<file path="src/rtl/cvs_pkg.sv">
// charge voltage setpoint and status block: shared constants and types
// assumes a byte-wide register port fed by the serial host interface
package cvs_pkg;

   // ****************************************************************
   // register offsets
   // ****************************************************************
   localparam logic [7:0] CVS_OFS_CUR_LO = 8'h02;
   localparam logic [7:0] CVS_OFS_CUR_HI = 8'h03;
   localparam logic [7:0] CVS_OFS_VOLT_LO = 8'h04;
   localparam logic [7:0] CVS_OFS_VOLT_HI = 8'h05;
   localparam logic [7:0] CVS_OFS_FAULT = 8'h20;
   localparam logic [7:0] CVS_OFS_STATE = 8'h21;

   // ****************************************************************
   // field layout and reset values
   // ****************************************************************
   localparam int CVS_VOLT_HI_RSVD_BIT = 7;
   localparam int CVS_VOLT_LO_LSB = 3;
   localparam int CVS_CUR_LO_LSB = 6;
   localparam logic [7:0] CVS_CUR_HI_RSVD_MASK = 8'he0;
   localparam logic [7:0] CVS_FAULT_WR_MASK = 8'h18;
   localparam logic [7:0] CVS_STATUS_RESET = 8'h00;
   localparam logic [6:0] CVS_CUR_RESET = 7'h00;

   // ****************************************************************
   // voltage range and defaults, in mV and 8 mV codes
   // ****************************************************************
   localparam int CVS_STEP_MV = 8;
   localparam int CVS_MIN_MV = 1024;
   localparam int CVS_MAX_MV = 23000;
   localparam int CVS_CELL_MV = 4200;
   localparam logic [11:0] CVS_CODE_MIN = 12'(CVS_MIN_MV / CVS_STEP_MV);
   localparam logic [11:0] CVS_CODE_MAX = 12'(CVS_MAX_MV / CVS_STEP_MV);
   localparam logic [11:0] CVS_DEF_1S = 12'(1 * CVS_CELL_MV / CVS_STEP_MV);
   localparam logic [11:0] CVS_DEF_2S = 12'(2 * CVS_CELL_MV / CVS_STEP_MV);
   localparam logic [11:0] CVS_DEF_3S = 12'(3 * CVS_CELL_MV / CVS_STEP_MV);
   localparam logic [11:0] CVS_DEF_4S = 12'(4 * CVS_CELL_MV / CVS_STEP_MV);
   localparam logic [11:0] CVS_DEF_5S = 12'(5 * CVS_CELL_MV / CVS_STEP_MV);

   // ****************************************************************
   // charge current scaling and low-battery clamps, in mA
   // ****************************************************************
   localparam logic [15:0] CVS_CUR_STEP_MA = 16'd128;
   localparam logic [15:0] CVS_CLAMP_LOW_MA = 16'd384;
   localparam logic [15:0] CVS_CLAMP_MID_MA = 16'd2000;

   // ****************************************************************
   // types
   // ****************************************************************
   typedef enum logic [1:0] {
      CVS_ST_LOAD = 2'b01,
      CVS_ST_RUN = 2'b10
   } cvs_state_e;

   typedef struct packed {
      logic wr;
      logic rd;
      logic [7:0] addr;
      logic [7:0] wdata;
   } cvs_req_s;

   typedef struct packed {
      logic input_optimizer_done;
      logic in_assist_mode;
      logic in_input_voltage_regulation;
      logic in_input_current_regulation;
      logic in_fast_charge;
      logic in_reverse_output;
   } cvs_status_s;

   typedef struct packed {
      logic input_overvoltage_fault;
      logic battery_overcurrent_fault;
      logic input_overcurrent_fault;
      logic system_overvoltage_fault;
      logic system_undervoltage_fault;
      logic forced_converter_off;
      logic reverse_output_overvoltage_fault;
      logic reverse_output_undervoltage_fault;
   } cvs_fault_s;

endpackage

</file>
<file path="src/rtl/cvs_setpoint_regs.sv">
// charge voltage / current setpoints, low-battery clamps, status bytes
// assumes a byte register port where each strobe lasts one cycle and
// all analog comparator results arrive already synchronous to clk
`timescale 1ns/100ps
`default_nettype none
// Summary of operation
// - voltage setpoint spans 1.024 V to 23 V in 8 mV steps.
// - writes outside the voltage range are dropped, old setpoint kept.
// - after reset voltage loads 4200 mV per configured cell, one to five.
// - with power good, a nonzero current write starts charge, default voltage if unset.
// - writing zero voltage keeps voltage and clears current setpoint.
// - 12-bit code, high byte bits 6..0, low byte bits 7..3.
// - high byte bit 7 set makes the whole write invalid.
// - low byte bits 2..0 are ignored and read as zero.
// - two to four cells clamp current to 384 mA below minimum system.
// - one cell clamps current to 384 mA below 3 V.
// - one cell between 3 V and 3.6 V clamps current to 2 A.
// - all clamps lift above the minimum system voltage.
// - status word at 21h/20h resets to zero; high byte state flags.
// - low byte holds fault flags; only bits 4 and 3 host-writable.
// - input present flag follows the input voltage window.
// - current clears on zero voltage, removal, register reset, watchdog.
module cvs_setpoint_regs
   import cvs_pkg::*;
(
   // clock and reset
   input wire logic clk,
   input wire logic rst_n,
   // byte register port
   input wire cvs_req_s req,
   output logic [7:0] reg_rdata,
   // configuration and system events
   input wire logic [2:0] cell_count_select_pin,
   input wire logic battery_present,
   input wire logic vbus_in_window,
   input wire logic charger_power_good,
   input wire logic reg_reset_req,
   input wire logic watchdog_event,
   // battery voltage comparators
   input wire logic batt_below_min_sys,
   input wire logic batt_below_3v,
   // converter status and fault events
   input wire cvs_status_s status_in,
   input wire cvs_fault_s fault_evt,
   // setpoints to the regulation loops and the state byte
   output logic [11:0] charge_voltage_setpoint,
   output logic [6:0] charge_current_setpoint,
   output logic [15:0] charge_current_limit_ma,
   output logic charge_enable,
   output logic [7:0] charger_state_register
);

   // ****************************************************************
   // state
   // ****************************************************************
   typedef struct packed {
      cvs_state_e state;
      logic [11:0] volt;
      logic [7:0] volt_lo_stage;
      logic [6:0] cur;
      logic [7:0] cur_lo_stage;
      logic charging;
      logic [15:0] limit_ma;
      logic [7:0] state_flags;
      logic [7:0] rdata;
   } cvs_regs_s;

   cvs_regs_s st_reg;
   cvs_regs_s st_next;

   logic [7:0] fault_flags;
   logic [11:0] wr_volt_code;
   logic [6:0] wr_cur_code;
   logic [11:0] cell_default;
   logic volt_hi_wr;
   logic cur_hi_wr;
   logic volt_zero;
   logic volt_ok;
   logic cur_ok;
   logic cur_clear;
   logic [15:0] base_ma;
   logic [15:0] clamp_ma;
   logic clamp_on;
   logic fault_wr;

   // ****************************************************************
   // fault flags
   // ****************************************************************
   // only the system over/undervoltage bits can be cleared by the host
   assign fault_wr = req.wr && (req.addr == CVS_OFS_FAULT);

   for (genvar i = 0; i < 8; i++) begin : g_fault
      cvs_flag_cell #(
         .WRITABLE(CVS_FAULT_WR_MASK[i])
      ) u_cell (
         .clk(clk),
         .rst_n(rst_n),
         .event_in(fault_evt[i]),
         .wr_en(fault_wr),
         .wr_val(req.wdata[i]),
         .flag(fault_flags[i])
      );
   end

   // ****************************************************************
   // write decode
   // ****************************************************************
   // the high byte commits the pair, so a half-written value never acts
   assign volt_hi_wr = req.wr && (req.addr == CVS_OFS_VOLT_HI);
   assign cur_hi_wr = req.wr && (req.addr == CVS_OFS_CUR_HI);
   // assemble the 12-bit code; low bits 2..0 are dropped here
   assign wr_volt_code = {req.wdata[6:0],
      st_reg.volt_lo_stage[7:CVS_VOLT_LO_LSB]};
   assign wr_cur_code = {req.wdata[4:0],
      st_reg.cur_lo_stage[7:CVS_CUR_LO_LSB]};
   // bit 7 of the high byte set is an invalid write
   assign volt_zero = (wr_volt_code == 12'h000) &&
      !req.wdata[CVS_VOLT_HI_RSVD_BIT];
   assign volt_ok = !req.wdata[CVS_VOLT_HI_RSVD_BIT] &&
      (wr_volt_code >= CVS_CODE_MIN) &&
      (wr_volt_code <= CVS_CODE_MAX);
   assign cur_ok = (req.wdata & CVS_CUR_HI_RSVD_MASK) == 8'h00;

   // ****************************************************************
   // power-on default from cell count
   // ****************************************************************
   // an unknown strap value falls back to the single-cell voltage, the
   // safest choice for an unknown pack
   always_comb begin
      unique case (cell_count_select_pin)
         3'h2: cell_default = CVS_DEF_2S;
         3'h3: cell_default = CVS_DEF_3S;
         3'h4: cell_default = CVS_DEF_4S;
         3'h5: cell_default = CVS_DEF_5S;
         default: cell_default = CVS_DEF_1S;
      endcase
   end

   // ****************************************************************
   // current clear causes
   // ****************************************************************
   assign cur_clear = (volt_hi_wr && volt_zero) || !battery_present ||
      !vbus_in_window || reg_reset_req || watchdog_event;

   // ****************************************************************
   // low-battery current clamp
   // ****************************************************************
   // no clamp for five cells: none is defined for that pack
   assign base_ma = 16'(st_reg.cur) * CVS_CUR_STEP_MA;

   always_comb begin
      clamp_on = 1'b0;
      clamp_ma = CVS_CLAMP_LOW_MA;
      if (batt_below_min_sys) begin
         if (cell_count_select_pin == 3'h1) begin
            clamp_on = 1'b1;
            clamp_ma = batt_below_3v ? CVS_CLAMP_LOW_MA
               : CVS_CLAMP_MID_MA;
         end else if ((cell_count_select_pin >= 3'h2) &&
               (cell_count_select_pin <= 3'h4)) begin
            clamp_on = 1'b1;
            clamp_ma = CVS_CLAMP_LOW_MA;
         end
      end
   end

   // ****************************************************************
   // next-state logic
   // ****************************************************************
   always_comb begin
      st_next = st_reg;
      unique case (st_reg.state)
         // strap is sampled by a clocked step after reset release
         CVS_ST_LOAD: begin
            st_next.volt = cell_default;
            st_next.state = CVS_ST_RUN;
         end
         CVS_ST_RUN: begin
            if (req.wr && (req.addr == CVS_OFS_VOLT_LO)) begin
               st_next.volt_lo_stage = req.wdata;
            end
            if (req.wr && (req.addr == CVS_OFS_CUR_LO)) begin
               st_next.cur_lo_stage = req.wdata;
            end
            if (volt_hi_wr && volt_ok) begin
               st_next.volt = wr_volt_code;
            end
            if (cur_hi_wr && cur_ok) begin
               st_next.cur = wr_cur_code;
               // a nonzero current write starts charge if power is good in that cycle
               st_next.charging = charger_power_good &&
                  (wr_cur_code != 7'h00);
            end
            if (reg_reset_req) begin
               st_next.volt = cell_default;
               st_next.volt_lo_stage = 8'h00;
               st_next.cur_lo_stage = 8'h00;
            end
            if (cur_clear) begin
               st_next.cur = CVS_CUR_RESET;
               st_next.charging = 1'b0;
            end
            if (!charger_power_good) begin
               st_next.charging = 1'b0;
            end
         end
         default: st_next.state = CVS_ST_LOAD;
      endcase

      // effective current after clamping
      st_next.limit_ma = (clamp_on && (base_ma > clamp_ma)) ? clamp_ma
         : base_ma;

      // state flags, reserved bit 1 reads zero
      st_next.state_flags = {vbus_in_window,
         status_in.input_optimizer_done,
         status_in.in_assist_mode,
         status_in.in_input_voltage_regulation,
         status_in.in_input_current_regulation,
         status_in.in_fast_charge,
         1'b0,
         status_in.in_reverse_output};

      // read path, registered; unmapped offsets read zero
      if (req.rd) begin
         unique case (req.addr)
            CVS_OFS_CUR_LO:
               st_next.rdata = {st_reg.cur[1:0], 6'h00};
            CVS_OFS_CUR_HI:
               st_next.rdata = {3'h0, st_reg.cur[6:2]};
            CVS_OFS_VOLT_LO:
               st_next.rdata = {st_reg.volt[4:0], 3'h0};
            CVS_OFS_VOLT_HI:
               st_next.rdata = {1'b0, st_reg.volt[11:5]};
            CVS_OFS_FAULT:
               st_next.rdata = fault_flags;
            CVS_OFS_STATE:
               st_next.rdata = st_reg.state_flags;
            default:
               st_next.rdata = 8'h00;
         endcase
      end
   end

   // ****************************************************************
   // state register
   // ****************************************************************
   always_ff @(posedge clk or negedge rst_n) begin
      if (!rst_n) begin
         st_reg.state <= CVS_ST_LOAD;
         st_reg.volt <= 12'h000;
         st_reg.volt_lo_stage <= 8'h00;
         st_reg.cur <= CVS_CUR_RESET;
         st_reg.cur_lo_stage <= 8'h00;
         st_reg.charging <= 1'b0;
         st_reg.limit_ma <= 16'h0000;
         st_reg.state_flags <= CVS_STATUS_RESET;
         st_reg.rdata <= 8'h00;
      end else begin
         st_reg <= st_next;
      end
   end

   // ****************************************************************
   // outputs
   // ****************************************************************
   assign charge_voltage_setpoint = st_reg.volt;
   assign charge_current_setpoint = st_reg.cur;
   assign charge_current_limit_ma = st_reg.limit_ma;
   assign charge_enable = st_reg.charging;
   assign charger_state_register = st_reg.state_flags;
   assign reg_rdata = st_reg.rdata;
endmodule
`default_nettype wire

</file>
<file path="src/rtl/cvs_flag_cell.sv">
// one status flag: either a live level or a sticky host-clearable bit
// assumes event_in is synchronous to clk
`timescale 1ns/100ps
`default_nettype none
module cvs_flag_cell #(
   parameter bit WRITABLE = 1'b0
) (
   // clock and reset
   input wire logic clk,
   input wire logic rst_n,
   // event and host write
   input wire logic event_in,
   input wire logic wr_en,
   input wire logic wr_val,
   // flag
   output logic flag
);
   typedef struct packed {
      logic flag;
   } cvs_cell_s;

   cvs_cell_s st_reg;
   cvs_cell_s st_next;

   // sticky bits: a new event beats a host clear in the same cycle
   always_comb begin
      st_next = st_reg;
      if (WRITABLE) begin
         st_next.flag = event_in | (wr_en ? wr_val : st_reg.flag);
      end else begin
         st_next.flag = event_in;
      end
   end

   always_ff @(posedge clk or negedge rst_n) begin
      if (!rst_n) begin
         st_reg <= '0;
      end else begin
         st_reg <= st_next;
      end
   end

   assign flag = st_reg.flag;
endmodule
`default_nettype wire

</file>
<file path="config.mk">
export PLATFORM = sky130hd
export DESIGN_NAME = cvs_setpoint_regs
export DESIGN_NICKNAME = d
export VERILOG_FILES = /design/src/rtl/cvs_pkg.sv /design/src/rtl/cvs_setpoint_regs.sv /design/src/rtl/cvs_flag_cell.sv
export SDC_FILE = /design/constraint.sdc
export NUM_CORES = 1
export LEC_CHECK = 0
export BUFFER_PORTS_ARGS = -buffer_cell sky130_fd_sc_hd__buf_2
export CAP_MARGIN = 20
export CORE_UTILIZATION = 56
export DETAILED_ROUTE_END_ITERATION = 8
export GPL_TIMING_DRIVEN = 0
export PLACE_DENSITY = 0.85
export SETUP_SLACK_MARGIN = 0.1
export SLEW_MARGIN = 10
export SYNTH_ARGS = -nofsm -noshare
export SYNTH_HDL_FRONTEND = slang
export SYNTH_SLANG_ARGS = --single-unit
</file>
<file path="constraint.sdc">
create_clock -name clk -period 3.6 [get_ports clk]
set_clock_uncertainty 0.15 [all_clocks]
set_input_delay 0.36 -clock clk [delete_from_list [all_inputs] [get_ports clk]]
set_output_delay 0.36 -clock clk [all_outputs]
set_load 0.02 [all_outputs]
</file>
* Word level (Yosys, flattened, before mapping)
Cells that the tools add are included.
** Word-level totals
- Input port bits :: 44
- Word-level logic and storage cells :: 95
- Output and inout bits :: 52
- Flip-flop bits (word level) :: 77
** Cells by class
- Bitwise gates (word level) :: 2
- Reduce and logical (&&, ||, !) cells :: 33
- Equality and inequality tests :: 15
- Order comparisons :: 5
- Mux-type cells :: 23
** Operators with widths (number)
- 12-bit one-hot mux with 4 select lines :: 1
- 8-bit one-hot mux with 6 select lines :: 1
- 11-bit two-way mux :: 3
- 8-bit two-way mux :: 3
- 12-bit one-hot mux with 2 select lines :: 1
- 20-bit two-way mux :: 1
- 8-bit by 2-bit == test with 1-bit output, second input constant :: 2
- 8-bit by 3-bit == test with 1-bit output, second input constant :: 2
- 8-bit by 6-bit == test with 1-bit output, second input constant :: 2
- 14-bit by 16-bit > comparator with 1-bit output :: 1
- 16-bit two-way mux :: 1
- 1-bit logical AND :: 14
- 7-bit two-way mux :: 2
- 12-bit by 8-bit >= comparator with 1-bit output, second input constant :: 1
- 12-bit less-or-equal comparator, second input constant :: 1
- 12-bit zero test :: 1
- 12-bit two-way mux :: 1
- 2-bit AND reduction :: 5
- 8-bit zero test :: 1
- 1-bit two-way mux :: 8
- 2-bit nonzero test :: 4
- 7-bit nonzero test :: 1
- 3-bit by 2-bit == test with 1-bit output, second input constant :: 2
- 3-bit == test, second input constant :: 2
- other kinds (11) :: 17

* Longest topological paths before layout
- Depth in word-level cells :: 9
- Depth in mapped cells :: 8
- Mapped depth without buffers :: 8

* By module
Synthesis repeated with hierarchy kept, for this count alone.
** Unflattened totals
- Cells, all modules :: 357
- Area, all modules :: 3555.9 um2
** Modules (own cells, without submodules)
- cvs_setpoint_regs :: sequential area each 1302.5 um2, times used 1, cells an instance 345, area an instance 3325.7 um2
- cvs_flag_cell at g_fault[0].u_cell ... :: sequential area each 25.0 um2, times used 6, cells an instance 1, area an instance 25.0 um2
- cvs_flag_cell at g_fault[3].u_cell ... :: sequential area each 25.0 um2, times used 2, cells an instance 3, area an instance 40.0 um2

* Least setup slack after synthesis
Ideal clock, no wire load.
- Path kind :: in2reg
- From :: input port req[13] (netlist name)
- To :: register st_reg, in the netlist charge_voltage_setpoint[8]
- Arrival :: 1.828 ns
- Data required time :: 3.324 ns
- Path slack :: 1.496 ns
- Setup time :: 0.126 ns
- Stages :: 6
- Buffers on the path :: 2
- Cell sequence :: buf_6 > or3_1 > a2111o_1 > a211oi_4 > buf_4 > o21ai_0
** On the way
- Longest elaborated chain between the ends :: 5
** RTL lines
- start: declaration :: RTL line cvs_setpoint_regs.sv:30 : input wire cvs_req_s req,
- 8-bit by 3-bit == test with 1-bit output :: RTL line cvs_setpoint_regs.sv:109 : assign volt_hi_wr = req.wr && (req.addr == CVS_OFS_VOLT_HI);
- 1-bit logical AND :: RTL line cvs_setpoint_regs.sv:109
- 1-bit logical AND :: RTL line cvs_setpoint_regs.sv:185 : if (volt_hi_wr && volt_ok) begin
- 3-bit inequality test (no line)
- 2-bit AND reduction (no line)
- end signal: assignment :: RTL line cvs_setpoint_regs.sv:260 : st_reg <= st_next;
- end: declaration :: RTL line cvs_setpoint_regs.sv:68 : cvs_regs_s st_reg;
Every way passes these cells.
A chain may end at the register's enable or synchronous reset.

* Worst setup path in the final report
- From :: input port req[12] (netlist name)
- To :: register st_reg[54] (netlist name)
** On the way
- Longest elaborated chain between the ends :: 4
** RTL lines
- 8-bit by 3-bit == test with 1-bit output :: RTL line cvs_setpoint_regs.sv:179 : if (req.wr && (req.addr == CVS_OFS_VOLT_LO)) begin
- 1-bit logical AND :: RTL line cvs_setpoint_regs.sv:179
- 2-bit nonzero test (no line)
- 2-bit AND reduction (no line)
Every way passes these cells.

==> impl_metrics.ini <==
[outcome]
status = finished clean

[cts]
htree_levels = 3
cts_tree = yes
post-cts-setup-buffer-count = 0
cts_buffers = 9
clkTransAtPathRegs_ns = 0.06
cts_root_buf = clkbuf_8
cts_num_sinks = 60
clockBufferDepth = 2
insertion_delay_ns = 0.35

[worst_setup_path]
path_delay_family = simple AND/OR/NAND/NOR gates
criticalPathCategory = in -> reg
cp-startpoint = req[12]
crit_required_ns = 3.68
cp.arrival_ns = 2.20
cp-end-kind = flip-flop
r2r_start = st_reg[68]
worst-path-buf-inv = 1
critPathMaxStageDelay_ns = 0.57
path_max_fanout = 5
cp_slowest_cell = or4_4
path_cells = buf_2, or4_4, nor3_1, and2_1, o21ai_1, a22o_1
cp-start-kind = input port

[yosys]
yosys.area_share.simple_pct = 14.8
synthDistinctLibCells = 56
syn_area_sq_um = 3360
synth_compound_area_share_pct = 18.7
synth_top_family_by_area = compound AO/OA/AOI/OAI gates
synthAdderAreaFrac_pct = 1.86
synthCells = 332
ys_warn_count = 0
ys_ff_latch = 60
seq_area_frac_synth_pct = 44.7
ys_async_sr_fraction_pct = 100
syn_avg_cell_area_sq_um = 10.1
synthMuxAreaShare_pct = 4.02
synth_edf_count = 0
synth_xor_area_share_pct = 0.261
synth_ff_type = dfrtp_1

[finish]
diodes = 0
drive_above_1_share_pct = 36.7
final_common_cell = buf_2
largest_reg_flops = 12
fin_area_sq_um = 4210
syn2layout_area_growth_pct = 25.5
nets = 496
final_cell_mix = buf_2 (82), dfrtp_1 (59), buf_4 (53), inv_1 (23), nor2_1 (18)

[route]
drt-total-wl_mm = 8.59
first_iter_violations = 265
wire_per_inst_um = 16.4
drtAntennaViolNets = 0
drc = 0
drtPass1Iterations = 5
viasPerCell = 5.63
routed-via-count = 2949

[job]
maxCapViolCount = 0

[die]
rows = 27
start_util_pct = 59.5
die_h_um = 79.4
die_w_um = 79.4
dieArea_sq_um = 6310
io_pins = 96
core-area_sq_um = 5640

[timing]
maxSlewViolCount = 0
rsz0062_at_grt = false
fin_crit_sh_pct = 58.7
maxSlewHeadroom_pct = 49.7
fmax_mhz = 473
finalHoldViolCount = 0
tns_ns = 0
setup_violations = 0
period_needed_ns = 2.11
tightest_slew_ns = 0.754

[global_routing]
overflow = 0
antenna_found_initial = 0
grt_pass1_vias = 2837
grt_pass1_wl_mm = 13.9
grt_usage_pct = 29.6
grt_start_max_net_pins = 61

[place]
place_congestion = 0.882
dpl_cell_area_sq_um = 3890
io_buffers = 83
dp_hpwl_mm = 6.15

[power]
pwr_density_cell_nw_per_um2 = 363
ir_worst_vdd_uv = 280
p_leak_nw = 2.11

[hold_path]
hold_class = in -> reg
hold_start = fault_evt[3]
-- cell families after synthesis --
| logic type | after synthesis |
|---|---|
| compound gates | 84 |
| xor+xnor | 1 |
| fa+ha+maj | 5 |
| buf+inv | 83 |
| flops | 60 |
| mux | 13 |
| other cells | 1 |
| simple gates | 85 |
-- synth_stat cells (all sizes together), types with 3 or more instances --
master  instances  area, sq um
nor4            4         40.0
o211ai          4         30.0
mux2            4         45.0
and4            4         35.0
a22o           14          123
nor3           10         50.1
nor2b           7         43.8
o21ai          14         73.8
nor2           18         67.6
buf            55          417
a22oi           7         52.6
ha              5         62.6
nand2b          6         37.5
o22ai          11         68.8
a21o            3         22.5
mux2i           9         90.1
dfrtp          59         1480
a21oi          15         97.6
nand3           4         20.0
clkbuf          5         18.8
nand2          10         37.5
nand4           3         18.8
inv            23         86.3
and2            7         43.8
-- what timing repair did --
action / in CTS / in global routing
gates resized for setup: 0 / 0
hold buffers: 14 / 0
hold endpoints to repair: 72 / 0
-- routing by layer --
layer	vias up	track usage, %	routed length, um
li1	1368	-	-
met1	1397	37.8	3510
met2	164	49.0	4260
met3	20	5.03	633
met4	0	13.5	187
met5	-	0	0
-- metrics by stage --
stage	power, mW	setup WS (ns)	util, %	instances	hold slack [ns]
CTS	1.53	1.52	74.7	524	0.0509
global route	1.59	1.30	74.7	524	0.0575
floorplan	0.870	1.50	-	339	-0.0856
global placement	0.957	1.22	69.0	494	0.318
finish	1.53	1.49	74.7	524	0.0552
detailed placement	0.964	1.21	69.0	494	0.317
-- final cells by class --
| type | count | area [sq um] |
|---|---|---|
| Sequential cell | 60 | 1500 |
| Clock inverter | 1 | 5.00 |
| Fill cell | 423 | 1430 |
| Buffer | 60 | 435 |
| Clock buffer | 15 | 176 |
| Inverter | 23 | 86.3 |
| Multi-Input combinational cell | 196 | 1360 |
| Tap cell | 72 | 90.1 |
| Timing Repair Buffer | 97 | 558 |
-- path summary, 6_finish.rpt --
check	end	slack, ns	cells after the start
min in group asynchronous	reg_rdata[3]	0.49	2
hold / removal	g_fault[3].u_cell.flag	0.06	2
max in group asynchronous	charge_voltage_setpoint[7]	2.32	2
setup / recovery	st_reg[54]	1.49	6
setup reg to reg	charge_voltage_setpoint[8]	1.53	7
hold reg to reg	g_fault[3].u_cell.flag	0.35	1
-- report_power, final --
part	internal [mW]	switching [mW]	total, mW
Clock	0.306	0.256	0.563
Sequential	0.697	0.0197	0.717
Combinational	0.108	0.142	0.250
No activity file was read; power rests on OpenSTA's default activity.
